### src/sar_conv_pkg.sv
// constants for the sar converter conversion control block
`default_nettype none
package sar_conv_pkg;
    localparam int RESULT_W          = 14;
    localparam int CONV_CYCLES       = 16;
    localparam int CLK_PERIOD_PS     = 5000;
    localparam int CONV_TIME_NS_X10  = 22;     // 2.2 us, in units of 0.1 us
    localparam int CONV_TIME_PS      = CONV_TIME_NS_X10 * 100000;
    localparam int CONV_TIME_CYC     = CONV_TIME_PS / CLK_PERIOD_PS;
    localparam int APERTURE_NS       = 15;
    localparam int APERTURE_CYC_RAW  = (APERTURE_NS * 1000) / CLK_PERIOD_PS;
    localparam int APERTURE_CYC      = (APERTURE_CYC_RAW < 1) ? 1
                                       : APERTURE_CYC_RAW;
    // internal oscillator divider: 16 ticks must fit the conversion time
    localparam int OSC_DIV_RAW       = (CONV_TIME_CYC - APERTURE_CYC)
                                       / CONV_CYCLES;
    localparam int OSC_DIV           = (OSC_DIV_RAW < 1) ? 1 : OSC_DIV_RAW;
    localparam logic [RESULT_W-1:0] RESULT_RESET = 14'h0000;
endpackage : sar_conv_pkg
`default_nettype wire

### src/sar_register.sv
// successive-approximation register stepped by conversion clock ticks
`timescale 1ns/1ps
`default_nettype none
module sar_register #(
    parameter int WIDTH = 14
) (
    // clock and reset
    input  wire logic             sys_clk_i,
    input  wire logic             sys_rst_i,
    // control
    input  wire logic             start_i,
    input  wire logic             tick_i,
    input  wire logic             cmp_i,
    // result
    output logic [WIDTH-1:0]      trial_o,
    output logic                  done_o
);
    logic [WIDTH-1:0] bit_mask;

    // binary search, msb first, one bit decided per tick
    always_ff @(posedge sys_clk_i)
    begin
        if (sys_rst_i)
        begin
            trial_o  <= '0;
            bit_mask <= '0;
            done_o   <= 1'b0;
        end
        else if (start_i)
        begin
            trial_o  <= {1'b1, {(WIDTH-1){1'b0}}};
            bit_mask <= {1'b1, {(WIDTH-1){1'b0}}};
            done_o   <= 1'b0;
        end
        else if (tick_i && bit_mask != '0)
        begin
            if (!cmp_i)
                trial_o <= (trial_o & ~bit_mask) | (bit_mask >> 1);
            else
                trial_o <= trial_o | (bit_mask >> 1);
            bit_mask <= bit_mask >> 1;
            done_o   <= (bit_mask == {{(WIDTH-1){1'b0}}, 1'b1});
        end
        else
            done_o <= 1'b0;
    end
endmodule : sar_register
`default_nettype wire

### src/sar_adc_conversion_control.sv
// conversion control and parallel read interface of a 14-bit sar converter
// Summary of operation
// - a rising sample_trigger edge holds the input and starts a conversion.
// - the busy flag rises at the trigger edge and stays high all conversion.
// - external_conv_clock high at the trigger picks it, else the oscillator.
// - at conversion end busy falls and track/hold tracks again at once.
// - after busy falls the host reads the 14-bit result, select and read low.
// - with the oscillator a conversion finishes within 2.2 us of the trigger.
// - hold is entered an aperture delay of 15 ns after the trigger edge.
// - each conversion takes sixteen cycles of the selected conversion clock.
// - outputs drive only while read and select are both low; bit 13 is msb.
// - busy falls at conversion end whatever the sample_trigger level.
// - bipolar versions output two's complement, unipolar straight binary.
`timescale 1ns/1ps
`default_nettype none
module sar_adc_conversion_control #(
    parameter int  RESULT_W = sar_conv_pkg::RESULT_W,
    parameter bit  BIPOLAR  = 1'b1
) (
    // clock and reset
    input  wire logic                sys_clk_i,
    input  wire logic                sys_rst_i,
    // conversion control pins
    input  wire logic                sample_trigger_i,
    input  wire logic                external_conv_clock_i,
    output logic                     busy_o,
    // analog front end: comparator and track/hold
    input  wire logic                comparator_i,
    output logic [RESULT_W-1:0]      dac_trial_o,
    output logic                     hold_o,
    // parallel read bus
    input  wire logic                cs_n_i,
    input  wire logic                rd_n_i,
    output logic [RESULT_W-1:0]      result_bus_o,
    output logic [RESULT_W-1:0]      result_bus_oe_o
);
    typedef enum logic [3:0] {
        ST_IDLE     = 4'b0001,
        ST_APERTURE = 4'b0010,
        ST_CONVERT  = 4'b0100,
        ST_FINISH   = 4'b1000
    } state_t;

    state_t           state;
    logic [1:0]       trig_sync;
    logic [1:0]       eclk_sync;
    logic [1:0]       cs_sync;
    logic [1:0]       rd_sync;
    logic             trig_d;
    logic             eclk_d;
    logic             use_ext;
    logic [7:0]       wait_cnt;
    logic [7:0]       osc_cnt;
    logic             tick;
    logic             trig_rise;
    logic             sar_start;
    logic             sar_done;
    logic [4:0]       tick_cnt;
    logic [4:0]       ticks_seen;
    logic             conv_last;
    logic [RESULT_W-1:0] sar_trial;
    logic [RESULT_W-1:0] result;

    // two-stage synchronisers for trigger, clock select, select and read pins; comparator is not synchronised
    always_ff @(posedge sys_clk_i)
    begin
        if (sys_rst_i)
        begin
            trig_sync <= 2'h0;
            eclk_sync <= 2'h0;
            cs_sync   <= 2'h3;
            rd_sync   <= 2'h3;
        end
        else
        begin
            trig_sync <= {trig_sync[0], sample_trigger_i};
            eclk_sync <= {eclk_sync[0], external_conv_clock_i};
            cs_sync   <= {cs_sync[0], cs_n_i};
            rd_sync   <= {rd_sync[0], rd_n_i};
        end
    end

    // edge history of the synchronised levels
    always_ff @(posedge sys_clk_i)
    begin
        if (sys_rst_i)
        begin
            trig_d <= 1'b0;
            eclk_d <= 1'b0;
        end
        else
        begin
            trig_d <= trig_sync[1];
            eclk_d <= eclk_sync[1];
        end
    end

    assign trig_rise = trig_sync[1] && !trig_d;
    assign sar_start = (state == ST_APERTURE) && (wait_cnt == 8'h00);
    assign conv_last = tick && (tick_cnt == 5'(sar_conv_pkg::CONV_CYCLES - 1));

    // conversion clock tick: oscillator divider or external rising edge
    always_comb
    begin
        if (state != ST_CONVERT)
            tick = 1'b0;
        else if (use_ext)
            tick = eclk_sync[1] && !eclk_d;
        else
            tick = (osc_cnt == 8'h00);
    end

    // internal oscillator divider, restarted at each conversion
    always_ff @(posedge sys_clk_i)
    begin
        if (sys_rst_i || state != ST_CONVERT)
            osc_cnt <= 8'(sar_conv_pkg::OSC_DIV - 1);
        else if (osc_cnt == 8'h00)
            osc_cnt <= 8'(sar_conv_pkg::OSC_DIV - 1);
        else
            osc_cnt <= osc_cnt - 8'h01;
    end

    // conversion clock cycles counted within the current conversion
    always_ff @(posedge sys_clk_i)
    begin
        if (sys_rst_i || state != ST_CONVERT)
            tick_cnt <= 5'h00;
        else if (tick)
            tick_cnt <= tick_cnt + 5'h01;
    end

    // conversion sequencer
    always_ff @(posedge sys_clk_i)
    begin
        if (sys_rst_i)
        begin
            state    <= ST_IDLE;
            use_ext  <= 1'b0;
            wait_cnt <= 8'h00;
        end
        else
        begin
            case (state)
                ST_IDLE:
                begin
                    if (trig_rise)
                    begin
                        use_ext  <= eclk_sync[1];
                        wait_cnt <= 8'(sar_conv_pkg::APERTURE_CYC - 1);
                        state    <= ST_APERTURE;
                    end
                end
                ST_APERTURE:
                begin
                    if (wait_cnt == 8'h00)
                        state <= ST_CONVERT;
                    else
                        wait_cnt <= wait_cnt - 8'h01;
                end
                ST_CONVERT:
                begin
                    if (conv_last)   // all sixteen cycles used
                        state <= ST_FINISH;
                end
                ST_FINISH:
                    state <= ST_IDLE;
                default:
                    state <= ST_IDLE;
            endcase
        end
    end

    // busy and hold outputs follow the sequencer
    always_ff @(posedge sys_clk_i)
    begin
        if (sys_rst_i)
        begin
            busy_o <= 1'b0;
            hold_o <= 1'b0;
        end
        else
        begin
            if (state == ST_IDLE && trig_rise)
                busy_o <= 1'b1;
            else if (state == ST_FINISH)
                busy_o <= 1'b0;
            if (sar_start)
                hold_o <= 1'b1;
            else if (state == ST_FINISH)
                hold_o <= 1'b0;
        end
    end

    sar_register #(
        .WIDTH     (RESULT_W)
    ) u_sar (
        .sys_clk_i (sys_clk_i),
        .sys_rst_i (sys_rst_i),
        .start_i   (sar_start),
        .tick_i    (tick),
        .cmp_i     (comparator_i),
        .trial_o   (sar_trial),
        .done_o    (sar_done)
    );

    // trial word to the dac, result latched at conversion end
    always_ff @(posedge sys_clk_i)
    begin
        if (sys_rst_i)
        begin
            dac_trial_o <= sar_conv_pkg::RESULT_RESET;
            result      <= sar_conv_pkg::RESULT_RESET;
        end
        else
        begin
            dac_trial_o <= sar_trial;
            if (conv_last)   // flip msb for two's complement
                result <= BIPOLAR ? (sar_trial ^ {1'b1, {(RESULT_W-1){1'b0}}})
                                  : sar_trial;
        end
    end

    // parallel read bus, driven only with select and read low
    always_ff @(posedge sys_clk_i)
    begin
        if (sys_rst_i)
        begin
            result_bus_o    <= sar_conv_pkg::RESULT_RESET;
            result_bus_oe_o <= '0;
        end
        else
        begin
            result_bus_o    <= result;
            result_bus_oe_o <= {RESULT_W{!cs_sync[1] && !rd_sync[1]}};
        end
    end

    // ticks seen since the search began, for the length check
    always_ff @(posedge sys_clk_i)
    begin
        if (sys_rst_i || sar_start)
            ticks_seen <= 5'h00;
        else if (tick)
            ticks_seen <= ticks_seen + 5'h01;
    end
endmodule : sar_adc_conversion_control
`default_nettype wire

### config.mk
export PLATFORM = sky130hd
export DESIGN_NAME = sar_adc_conversion_control
export DESIGN_NICKNAME = d
export VERILOG_FILES = /design/src/sar_conv_pkg.sv /design/src/sar_register.sv /design/src/sar_adc_conversion_control.sv
export SDC_FILE = /design/constraint.sdc
export NUM_CORES = 1
export LEC_CHECK = 0
export BUFFER_PORTS_ARGS = -buffer_cell sky130_fd_sc_hd__buf_2
export CORE_ASPECT_RATIO = 0.9
export CORE_UTILIZATION = 50
export DETAILED_ROUTE_END_ITERATION = 10
export HOLD_SLACK_MARGIN = 0.05
export PLACE_DENSITY = 0.73
export SYNTH_ARGS = -nofsm -noshare
export SYNTH_HDL_FRONTEND = slang
export SYNTH_SLANG_ARGS = --single-unit
### constraint.sdc
create_clock -name sys_clk_i -period 5 [get_ports sys_clk_i]
set_input_delay 0.75 -clock sys_clk_i [delete_from_list [all_inputs] [get_ports sys_clk_i]]
set_output_delay 0.75 -clock sys_clk_i [all_outputs]
set_load 0.02 [all_outputs]
==> out/metrics.cfg, run 1 <==
[outcome]
outcome=finished, violations left
violations=DRC

[pwr]
power_density_mw_per_mm2=323.2
pwr-share-seq_pct=60.4
p_switching_mw=0.3638
clkPwrFrac_pct=36.3
combPwrFrac_pct=3.3
ir_drop_v=0.0001823
swShare_pct=24.92
power.internal_mw=1.096
cellLeakagePower_nw=1.803

[clock_network]
clock-root-buffer=clkbuf_8
cts_hold_buf=0
clockBufferDepth=2
cts_tree=yes
cts-htree-levels=3
cts_setup_buffers=0
insertion_delay_ps=370
cts_buffers=9
path_clk_slew_ps=120
ctsResizeCount=0
cts_sinks=109

[sta]
max_slew_margin_pct=26.91
fin_skew_ps=15.36
period_share_pct=53.99
worst-slew-pin-transition_ps=1096
fmax_mhz=370.5
slew_violations=0
setup-tns-final_ps=0
holdWs_ps=404.6
min_period_ps=2699
rsz0062_at_grt=false
hold_viol_final=0
setup_viol=0

[placement]
place_congestion=0.7635
numPortBuffers=50
dp_hpwl_um=4570

[worst_setup_path]
startpoint_type=register
r2r_end=u_sar.bit_mask[12]$_SDFFE_PP0P_
rrSetupSlack_ps=2300
crit_type=register to register
crit_start=state[2]$_SDFFE_PP0P_
cpMaxStageDelayCell=nor4b_4
critPathMaxFanout=16
cp.required_ps=5320
cp_cell_sequence=nor4b_4 -> nand2_1 -> nor3_2 -> a22o_1
r2r_cells=4
slowest_delay_ps=790
timing.critical_path.arrival_ps=3020
cp-end-kind=register
worstReg2RegStart=state[2]$_SDFFE_PP0P_

[floorplan]
ios=51
rows=31
die_w_um=97.81
core_mm2=0.008029
die_y_um=88.23
dieArea_mm2=0.008629
start_util_pct=51.44

[global_routing]
grt_max_degree=56
grtUsageTotal_pct=16.77
grt-ovfl-total=0
antenna_found_initial=0
grt_pass1_vias=2496
grt_pass1_wl_um=11580

[cells_and_area]
fillers=702
area_growth_pct=9.361
antenna_cells=0
fin_util_pct=56.26
layout_commonest_cell=dfxtp_1
drive_above_1_share_pct=21.20
finish.net_count=423
layout_common_cells=109 x dfxtp_1, 50 x buf_2, 34 x nor2b_1
multiInputGateArea_mm2=0.001710
seqCellArea_mm2=0.002182

[synthesis]
syn_area_per_cell_um2=10.78
synth_edf_count=0
synth_area_leaders=dfxtp_1 53%, nor2b_1 5.1%, a32o_1 2.9%, buf_4 2.7%, mux2_1 2.7%
synth_cells=383
synth_top_area_share_pct=52.83
synthArstFlopShare_pct=0
syn_area_mm2=0.004130
ys_warn_count=0
synthDistinctLibCells=56
yosysSeqAreaShare_pct=52.83
synthesis.nets=396
synth_top_area_cell=dfxtp_1
synthFlopType=dfxtp_1
synth-seq-cells=109

[hold_path]
holdPathEnd=result_bus_oe_o[0]$_SDFF_PP0_
hp-start=cs_sync[1]$_SDFF_PP1_
hold-path-cell-count=1
holdCritPathClass=register to register

[route]
met3_length_um=262
met1_length_um=3413
first_pass_iters=8
totalWireLength_um=6878
top_layer_used=met4
viasPerCell=5.527
drtAntennaViolNets=0
route.met2.wl_um=3162
wire_per_inst_um=13.38
drcViolationCount=14
first_iter_violations=156
num_vias=2841

[run]
drv_cap=0

[power by group through the flow]
stage	clock network [mW]	logic, mW	registers [mW]
2_1_floorplan	0	0.0385	0.901
4_1_cts	0.546	0.0483	0.882
3_5_place_dp	0	0.0482	0.902
5_1_grt	0.580	0.0538	0.884
6_report	0.530	0.0478	0.882
3_3_place_gp	0	0.0470	0.902
[state kept, by name (all words and copies together) (netlist names)]
name,count
use_ext,1
rd_sync,2
busy_o,1
hold_o,1
trig_sync,2
result,14
dac_trial_o,14
result_bus_oe_o,1
cs_sync,2
trig_d,1
tick_cnt,5
wait_cnt,8
eclk_sync,2
u_sar.bit_mask,14
osc_cnt,8
eclk_d,1
state,4
result_bus_o,14
u_sar.trial_o,14
[area by class of cell]
cell class	count	share of cell area, %
Timing Repair Buffer	50	5.540
Inverter	10	0.8310
Clock inverter	7	1.967
Sequential cell	109	48.31
Clock buffer	9	2.742
Multi-Input combinational cell	230	37.87
Tap cell	99	2.742
[worst max path at each step]
stage                                            endpoint  slack [ps]  cells past startpoint
after floorplan           u_sar.bit_mask[12]$_SDFFE_PP0P_        3090                      6
after global placement     u_sar.bit_mask[8]$_SDFFE_PP0P_        2260                      4
after detailed placement  u_sar.bit_mask[10]$_SDFFE_PP0P_        2200                      4
after CTS                 u_sar.bit_mask[12]$_SDFFE_PP0P_        2330                      4
after global routing       u_sar.bit_mask[1]$_SDFFE_PP0P_        2040                      4
final                     u_sar.bit_mask[12]$_SDFFE_PP0P_        2300                      4
[worst max-delay path, delay by kind of cell, from the launching register on]
| kind | cells | cell delay [ps] |
|---|---|---|
| compound gates | 1 | 240 |
| flops | 1 | 540 |
| simple gates | 3 | 1860 |
[per-stage QoR]
step | total power [mW] | instance area [um^2] | setup slack, ps | cells
2_1_floorplan | 0.9398 | 4130 | 3092 | 383
3_5_place_dp | 0.9502 | 4304 | 2199 | 498
5_1_grt | 1.517 | 4517 | 2039 | 514
3_3_place_gp | 0.9486 | 4304 | 2262 | 498
4_1_cts | 1.476 | 4517 | 2331 | 514
6_report | 1.460 | 4517 | 2301 | 514
[Yosys cell counts (5+ instances only)]
cell type,n
nor3_1,5
a32o_1,12
nand4b_1,11
nand3_1,6
ha_1,6
nor2b_1,34
mux2_1,10
dfxtp_1,109
a22o_1,11
nor4_1,5
inv_1,10
clkbuf_1,10
o21ai_0,5
buf_2,7
a21oi_1,12
mux2_2,5
buf_4,15
nand2_1,23
nor2_1,16
[metal layers]
metal	vias to the layer above	global-route usage, %
met3	4	4.265
met1	1363	20.82
met2	50	28.30
li1	1424	-
met5	-	0
met4	0	6.887
[kinds of logic (layout without fill, tap and decap cells)]
kind of cell             Yosys count  count (layout)  share of synthesized area (%)
AND/OR/NAND/NOR                  134             134                          20.54
multiplexers                      17              17                          4.574
XOR/XNOR                           8               8                          1.696
AO/OA/AOI/OAI                     65              65                          12.78
buffers and inverters             44              76                          5.756
adder cells (fa/ha/maj)            6               6                          1.818
flip-flops                       109             109                          52.83
Note: power is estimated with default switching activity, not from simulation.
==> run 2, diff against run 1 <==
--- a/config.mk
+++ b/config.mk
@@ -10,7 +10,7 @@
 export CORE_UTILIZATION = 50
 export DETAILED_ROUTE_END_ITERATION = 10
 export HOLD_SLACK_MARGIN = 0.05
-export PLACE_DENSITY = 0.73
+export PLACE_DENSITY = 0.76
 export SYNTH_ARGS = -nofsm -noshare
 export SYNTH_HDL_FRONTEND = slang
 export SYNTH_SLANG_ARGS = --single-unit
==> constraint.sdc (replaced) <==
create_clock -name sys_clk_i -period 2.4 [get_ports sys_clk_i]
set_input_delay 0.36 -clock sys_clk_i [delete_from_list [all_inputs] [get_ports sys_clk_i]]
set_output_delay 0.36 -clock sys_clk_i [all_outputs]
set_load 0.02 [all_outputs]
==> out/metrics.cfg, run 2 (same netlist as run 1, synthesis figures left out) <==
[cells_and_area]
finish.net_count=432  ; +2.1%
fin_area_mm2=0.004594  ; +1.7%
seqCellArea_mm2=0.002182  ; unchanged
antenna_cells=0  ; unchanged
drive_above_1_share_pct=22.88  ; +1.7 points
fillers=656  ; -6.6%
area_growth_pct=11.24
layout_commonest_cell=dfxtp_1
fin_util_pct=57.22  ; +0.97 points
layout_common_cells=109 x dfxtp_1, 50 x buf_2, 34 x nor2b_1
multiInputGateArea_mm2=0.001710  ; unchanged
final_cells=523  ; +1.8%

[worst_setup_path]
crit_type=register to register
critPathMaxFanout=15  ; -1
cp-end-kind=register
startpoint_type=register
timing.critical_path.arrival_ps=2480  ; -540 ps
cp.required_ps=2670  ; -2650 ps

[floorplan]
die_y_um=88.23  ; unchanged
start_util_pct=51.44  ; unchanged
core_mm2=0.008029  ; unchanged
rows=31  ; unchanged
dieArea_mm2=0.008629  ; unchanged
ios=51  ; unchanged
die_w_um=97.81  ; unchanged

[clock_network]
ctsResizeCount=0  ; unchanged
clockBufferDepth=2  ; unchanged
insertion_delay_ps=380  ; about the same
cts_setup_buffers=0  ; unchanged
cts-htree-levels=3  ; unchanged
cts_tree=yes
cts_sinks=109  ; unchanged
clock-root-buffer=clkbuf_8
cts_buffers=9  ; unchanged
path_clk_slew_ps=120  ; about the same
cts_hold_buf=0  ; unchanged

[pwr]
ir_drop_v=0.0002935  ; +61%
power_density_mw_per_mm2=669.4  ; +110%
cellLeakagePower_nw=1.849  ; +2.5%
power_mw=3.076  ; +110%

[run]
drv_cap=0  ; unchanged

[sta]
setup-tns-final_ps=0  ; unchanged
period_share_pct=92.22  ; +38 points
holdWs_ps=168.6  ; -236.0 ps
worst-slew-pin-transition_ps=696.4  ; -400.0 ps
setup_viol=0  ; unchanged
min_period_ps=2213  ; -486.2 ps
fmax_mhz=451.8  ; +22%
rsz0062_at_grt=false
max_slew_margin_pct=53.32  ; +26 points
slew_violations=0  ; unchanged
hold_viol_final=0  ; unchanged
fin_skew_ps=16.99  ; +1.630 ps
worst_slack_ps=186.8  ; -2114 ps

[route]
met1_length_um=3563  ; +4.4%
wire_per_inst_um=13.32  ; -0.48%
drcViolationCount=16  ; +2
first_iter_violations=221  ; +42%
met3_length_um=305  ; +16%
totalWireLength_um=6965  ; +1.3%
viasPerCell=5.507  ; -0.37%
route.met2.wl_um=3027  ; -4.3%
top_layer_used=met4
first_pass_iters=8  ; unchanged
drtAntennaViolNets=0  ; unchanged
num_vias=2880  ; +1.4%

[global_routing]
grtUsageTotal_pct=17.20  ; +0.43 points
grt_max_degree=43  ; -23%
grt-ovfl-total=0  ; unchanged
grt_pass1_wl_um=11830  ; +2.2%
grt_pass1_vias=2538  ; +1.7%
antenna_found_initial=0  ; unchanged

[hold_path]
holdCritPathClass=primary input to register

[placement]
place_congestion=0.7837  ; +2.6%
numPortBuffers=50  ; unchanged
placement.cell_area_mm2=0.004372  ; +1.6%
place_ws_ps=297.2  ; -1902 ps
dp_hpwl_um=4760  ; +4.1%
placedCellCount=507  ; +1.8%

[outcome]
outcome=finished, violations left
violations=DRC

run 2: layer usage:
metal  GRT usage, %  vias up
met5              0        -
met4          6.749        0
met3          4.028        6
met2          26.11       63
met1          23.94     1369
li1               -     1442
run 2: final timing paths:
path | start | to | slack [ps] | cells after the start
max | osc_cnt[0]$_SDFF_PP0_ | result[8]$_SDFFE_PP0P_ | 190 | 6
min | rd_n_i | rd_sync[0]$_SDFF_PP1_ | 170 | 2
max reg2reg | osc_cnt[0]$_SDFF_PP0_ | result[8]$_SDFFE_PP0P_ | 190 | 6
min reg2reg | cs_sync[1]$_SDFF_PP1_ | result_bus_oe_o[0]$_SDFF_PP0_ | 390 | 1
run 2: worst max-delay path, stage by stage (launching register included):
cell	delay, ps
dfxtp_1	350
inv_1	100
ha_1	170
nor4b_1	390
a32o_1	300
nand3_2	370
mux2_1	440
run 2: final cells by class:
class / instances / share of cell area, %
Timing Repair Buffer: 59 / 6.917
Sequential cell: 109 / 47.49
Multi-Input combinational cell: 230 / 37.23
Clock inverter: 7 / 2.151
Tap cell: 99 / 2.696
Clock buffer: 9 / 2.696
Inverter: 10 / 0.8170
run 2: power breakdown:
| part | total, mW | switching (mW) | internal (mW) |
|---|---|---|---|
| clock | 1.13 | 0.700 | 0.433 |
| combinational | 0.104 | 0.0640 | 0.0399 |
| sequential | 1.84 | 0.0141 | 1.82 |
==> run 3, diff against run 2 <==
--- a/config.mk
+++ b/config.mk
@@ -10,7 +10,8 @@
 export CORE_UTILIZATION = 50
 export DETAILED_ROUTE_END_ITERATION = 10
 export HOLD_SLACK_MARGIN = 0.05
-export PLACE_DENSITY = 0.76
+export PLACE_DENSITY = 0.73
+export SKIP_LAST_GASP = 1
 export SYNTH_ARGS = -nofsm -noshare
 export SYNTH_HDL_FRONTEND = slang
 export SYNTH_SLANG_ARGS = --single-unit
==> out/metrics.cfg, run 3 (same netlist as run 1, synthesis figures left out) <==
[sta]
slew_violations=0  ; unchanged
max_slew_margin_pct=52.43  ; -0.89 points
worst_slack_ps=287.8  ; +101.0 ps
setup-tns-final_ps=0  ; unchanged
min_period_ps=2112  ; -101.0 ps
setup_viol=0  ; unchanged
fmax_mhz=473.4  ; +4.8%
fin_skew_ps=13.80  ; -3.194 ps
period_share_pct=88.01  ; -4.2 points
rsz0062_at_grt=false
worst-slew-pin-transition_ps=709.6  ; +13.22 ps
hold_viol_final=0  ; unchanged

[cells_and_area]
fillers=677  ; +3.2%
finish.net_count=432  ; unchanged
fin_util_pct=57.10  ; -0.12 points
layout_commonest_cell=dfxtp_1
drive_above_1_share_pct=22.88  ; unchanged
antenna_cells=0  ; unchanged
area_growth_pct=11.00
layout_common_cells=109 x dfxtp_1, 50 x buf_2, 34 x nor2b_1

[outcome]
violations=DRC
outcome=finished, violations left

[floorplan]
die_y_um=88.23  ; unchanged
rows=31  ; unchanged
core_mm2=0.008029  ; unchanged
ios=51  ; unchanged
dieArea_mm2=0.008629  ; unchanged
start_util_pct=51.44  ; unchanged
die_w_um=97.81  ; unchanged

[route]
route.met2.wl_um=2979  ; -1.6%
first_pass_iters=7  ; -1
met3_length_um=271  ; -11%
viasPerCell=5.394  ; -2.0%
wire_per_inst_um=13.24  ; -0.57%
first_iter_violations=176  ; -20%
num_vias=2821  ; -2.0%
met1_length_um=3581  ; +0.51%
drcViolationCount=18  ; +2
top_layer_used=met4
totalWireLength_um=6925  ; -0.57%
drtAntennaViolNets=0  ; unchanged

[clock_network]
path_clk_slew_ps=110  ; about the same
ctsResizeCount=0  ; unchanged
cts-htree-levels=3  ; unchanged
clock-root-buffer=clkbuf_8
cts_sinks=109  ; unchanged
insertion_delay_ps=360  ; -20 ps
clockBufferDepth=2  ; unchanged
cts_tree=yes
cts_setup_buffers=0  ; unchanged
cts_buffers=9  ; unchanged
cts_hold_buf=0  ; unchanged

[global_routing]
grt_pass1_vias=2422  ; -4.6%
grt-ovfl-total=0  ; unchanged
grt_max_degree=45  ; +4.7%
antenna_found_initial=0  ; unchanged
grtUsageTotal_pct=16.77  ; -0.43 points
grt_pass1_wl_um=11450  ; -3.2%

[pwr]
cellLeakagePower_nw=1.850  ; about the same
power_mw=3.087  ; +0.37%
ir_drop_v=0.0003960  ; +35%
power_density_mw_per_mm2=673.4  ; +0.59%

[worst_setup_path]
startpoint_type=register
cp.required_ps=2660  ; about the same
crit_type=register to register
critPathMaxFanout=15  ; unchanged
cp-end-kind=register
timing.critical_path.arrival_ps=2370  ; -110 ps

[placement]
place_ws_ps=307.0  ; +9.842 ps
numPortBuffers=50  ; unchanged
place_congestion=0.7663  ; -2.2%
dp_hpwl_um=4807  ; +0.99%

[hold_path]
holdCritPathClass=primary input to register

[run]
drv_cap=0  ; unchanged

## run 3: cell count changes in the layout (fill, tap and decap cells not counted), sizes merged
cell / before / now
bufinv: 0 / 1
clkinv: 4 / 2
inv: 13 / 14
## run 3: power breakdown
group,total [mW],switching [mW],internal (mW),leakage (nW)
Sequential,1.84,0.0136,1.82,0.881
Combinational,0.104,0.0639,0.0399,0.860
Clock,1.15,0.638,0.508,0.109
## run 3: per-layer routing
metal / global-route usage (%) / vias up
met1: 23.12 / 1299
met3: 3.712 / 10
met4: 7.576 / 0
met2: 25.47 / 64
met5: 0 / -
li1: - / 1448
## run 3: final timing paths
path | startpoint | end | slack (ps) | cells past startpoint
worst max-delay path | osc_cnt[0]$_SDFF_PP0_ | result[5]$_SDFFE_PP0P_ | 290 | 6
worst min register to register | cs_sync[1]$_SDFF_PP1_ | result_bus_oe_o[0]$_SDFF_PP0_ | 390 | 1
worst min-delay path | cs_n_i | cs_sync[0]$_SDFF_PP1_ | 170 | 2
worst max register to register | osc_cnt[0]$_SDFF_PP0_ | result[5]$_SDFFE_PP0P_ | 290 | 6
## run 3: critical path: stages, from the launching register on
cell,delay [ps]
dfxtp_1,350
inv_1,90
ha_1,160
nor4b_1,330
a32o_1,240
nand3_2,380
mux2_1,460
## run 3: per-stage QoR
step	instance area [um^2]	hold slack (ps)	std cells
after global routing	4584	156.4	523
after floorplan	4130	373.2	383
after global placement	4372	375.3	507
after detailed placement	4372	384.7	507
after CTS	4584	161.6	523
final	4584	174.8	523
## run 3: layout make-up
cell class                      instances  area, um^2  area share (%)
Clock buffer                            9       123.9           2.702
Clock inverter                          7       88.84           1.938
Inverter                               10       37.54          0.8188
Multi-Input combinational cell        230        1710           37.31
Sequential cell                       109        2182           47.60
Tap cell                               99       123.9           2.702
Timing Repair Buffer                   59       317.8           6.932
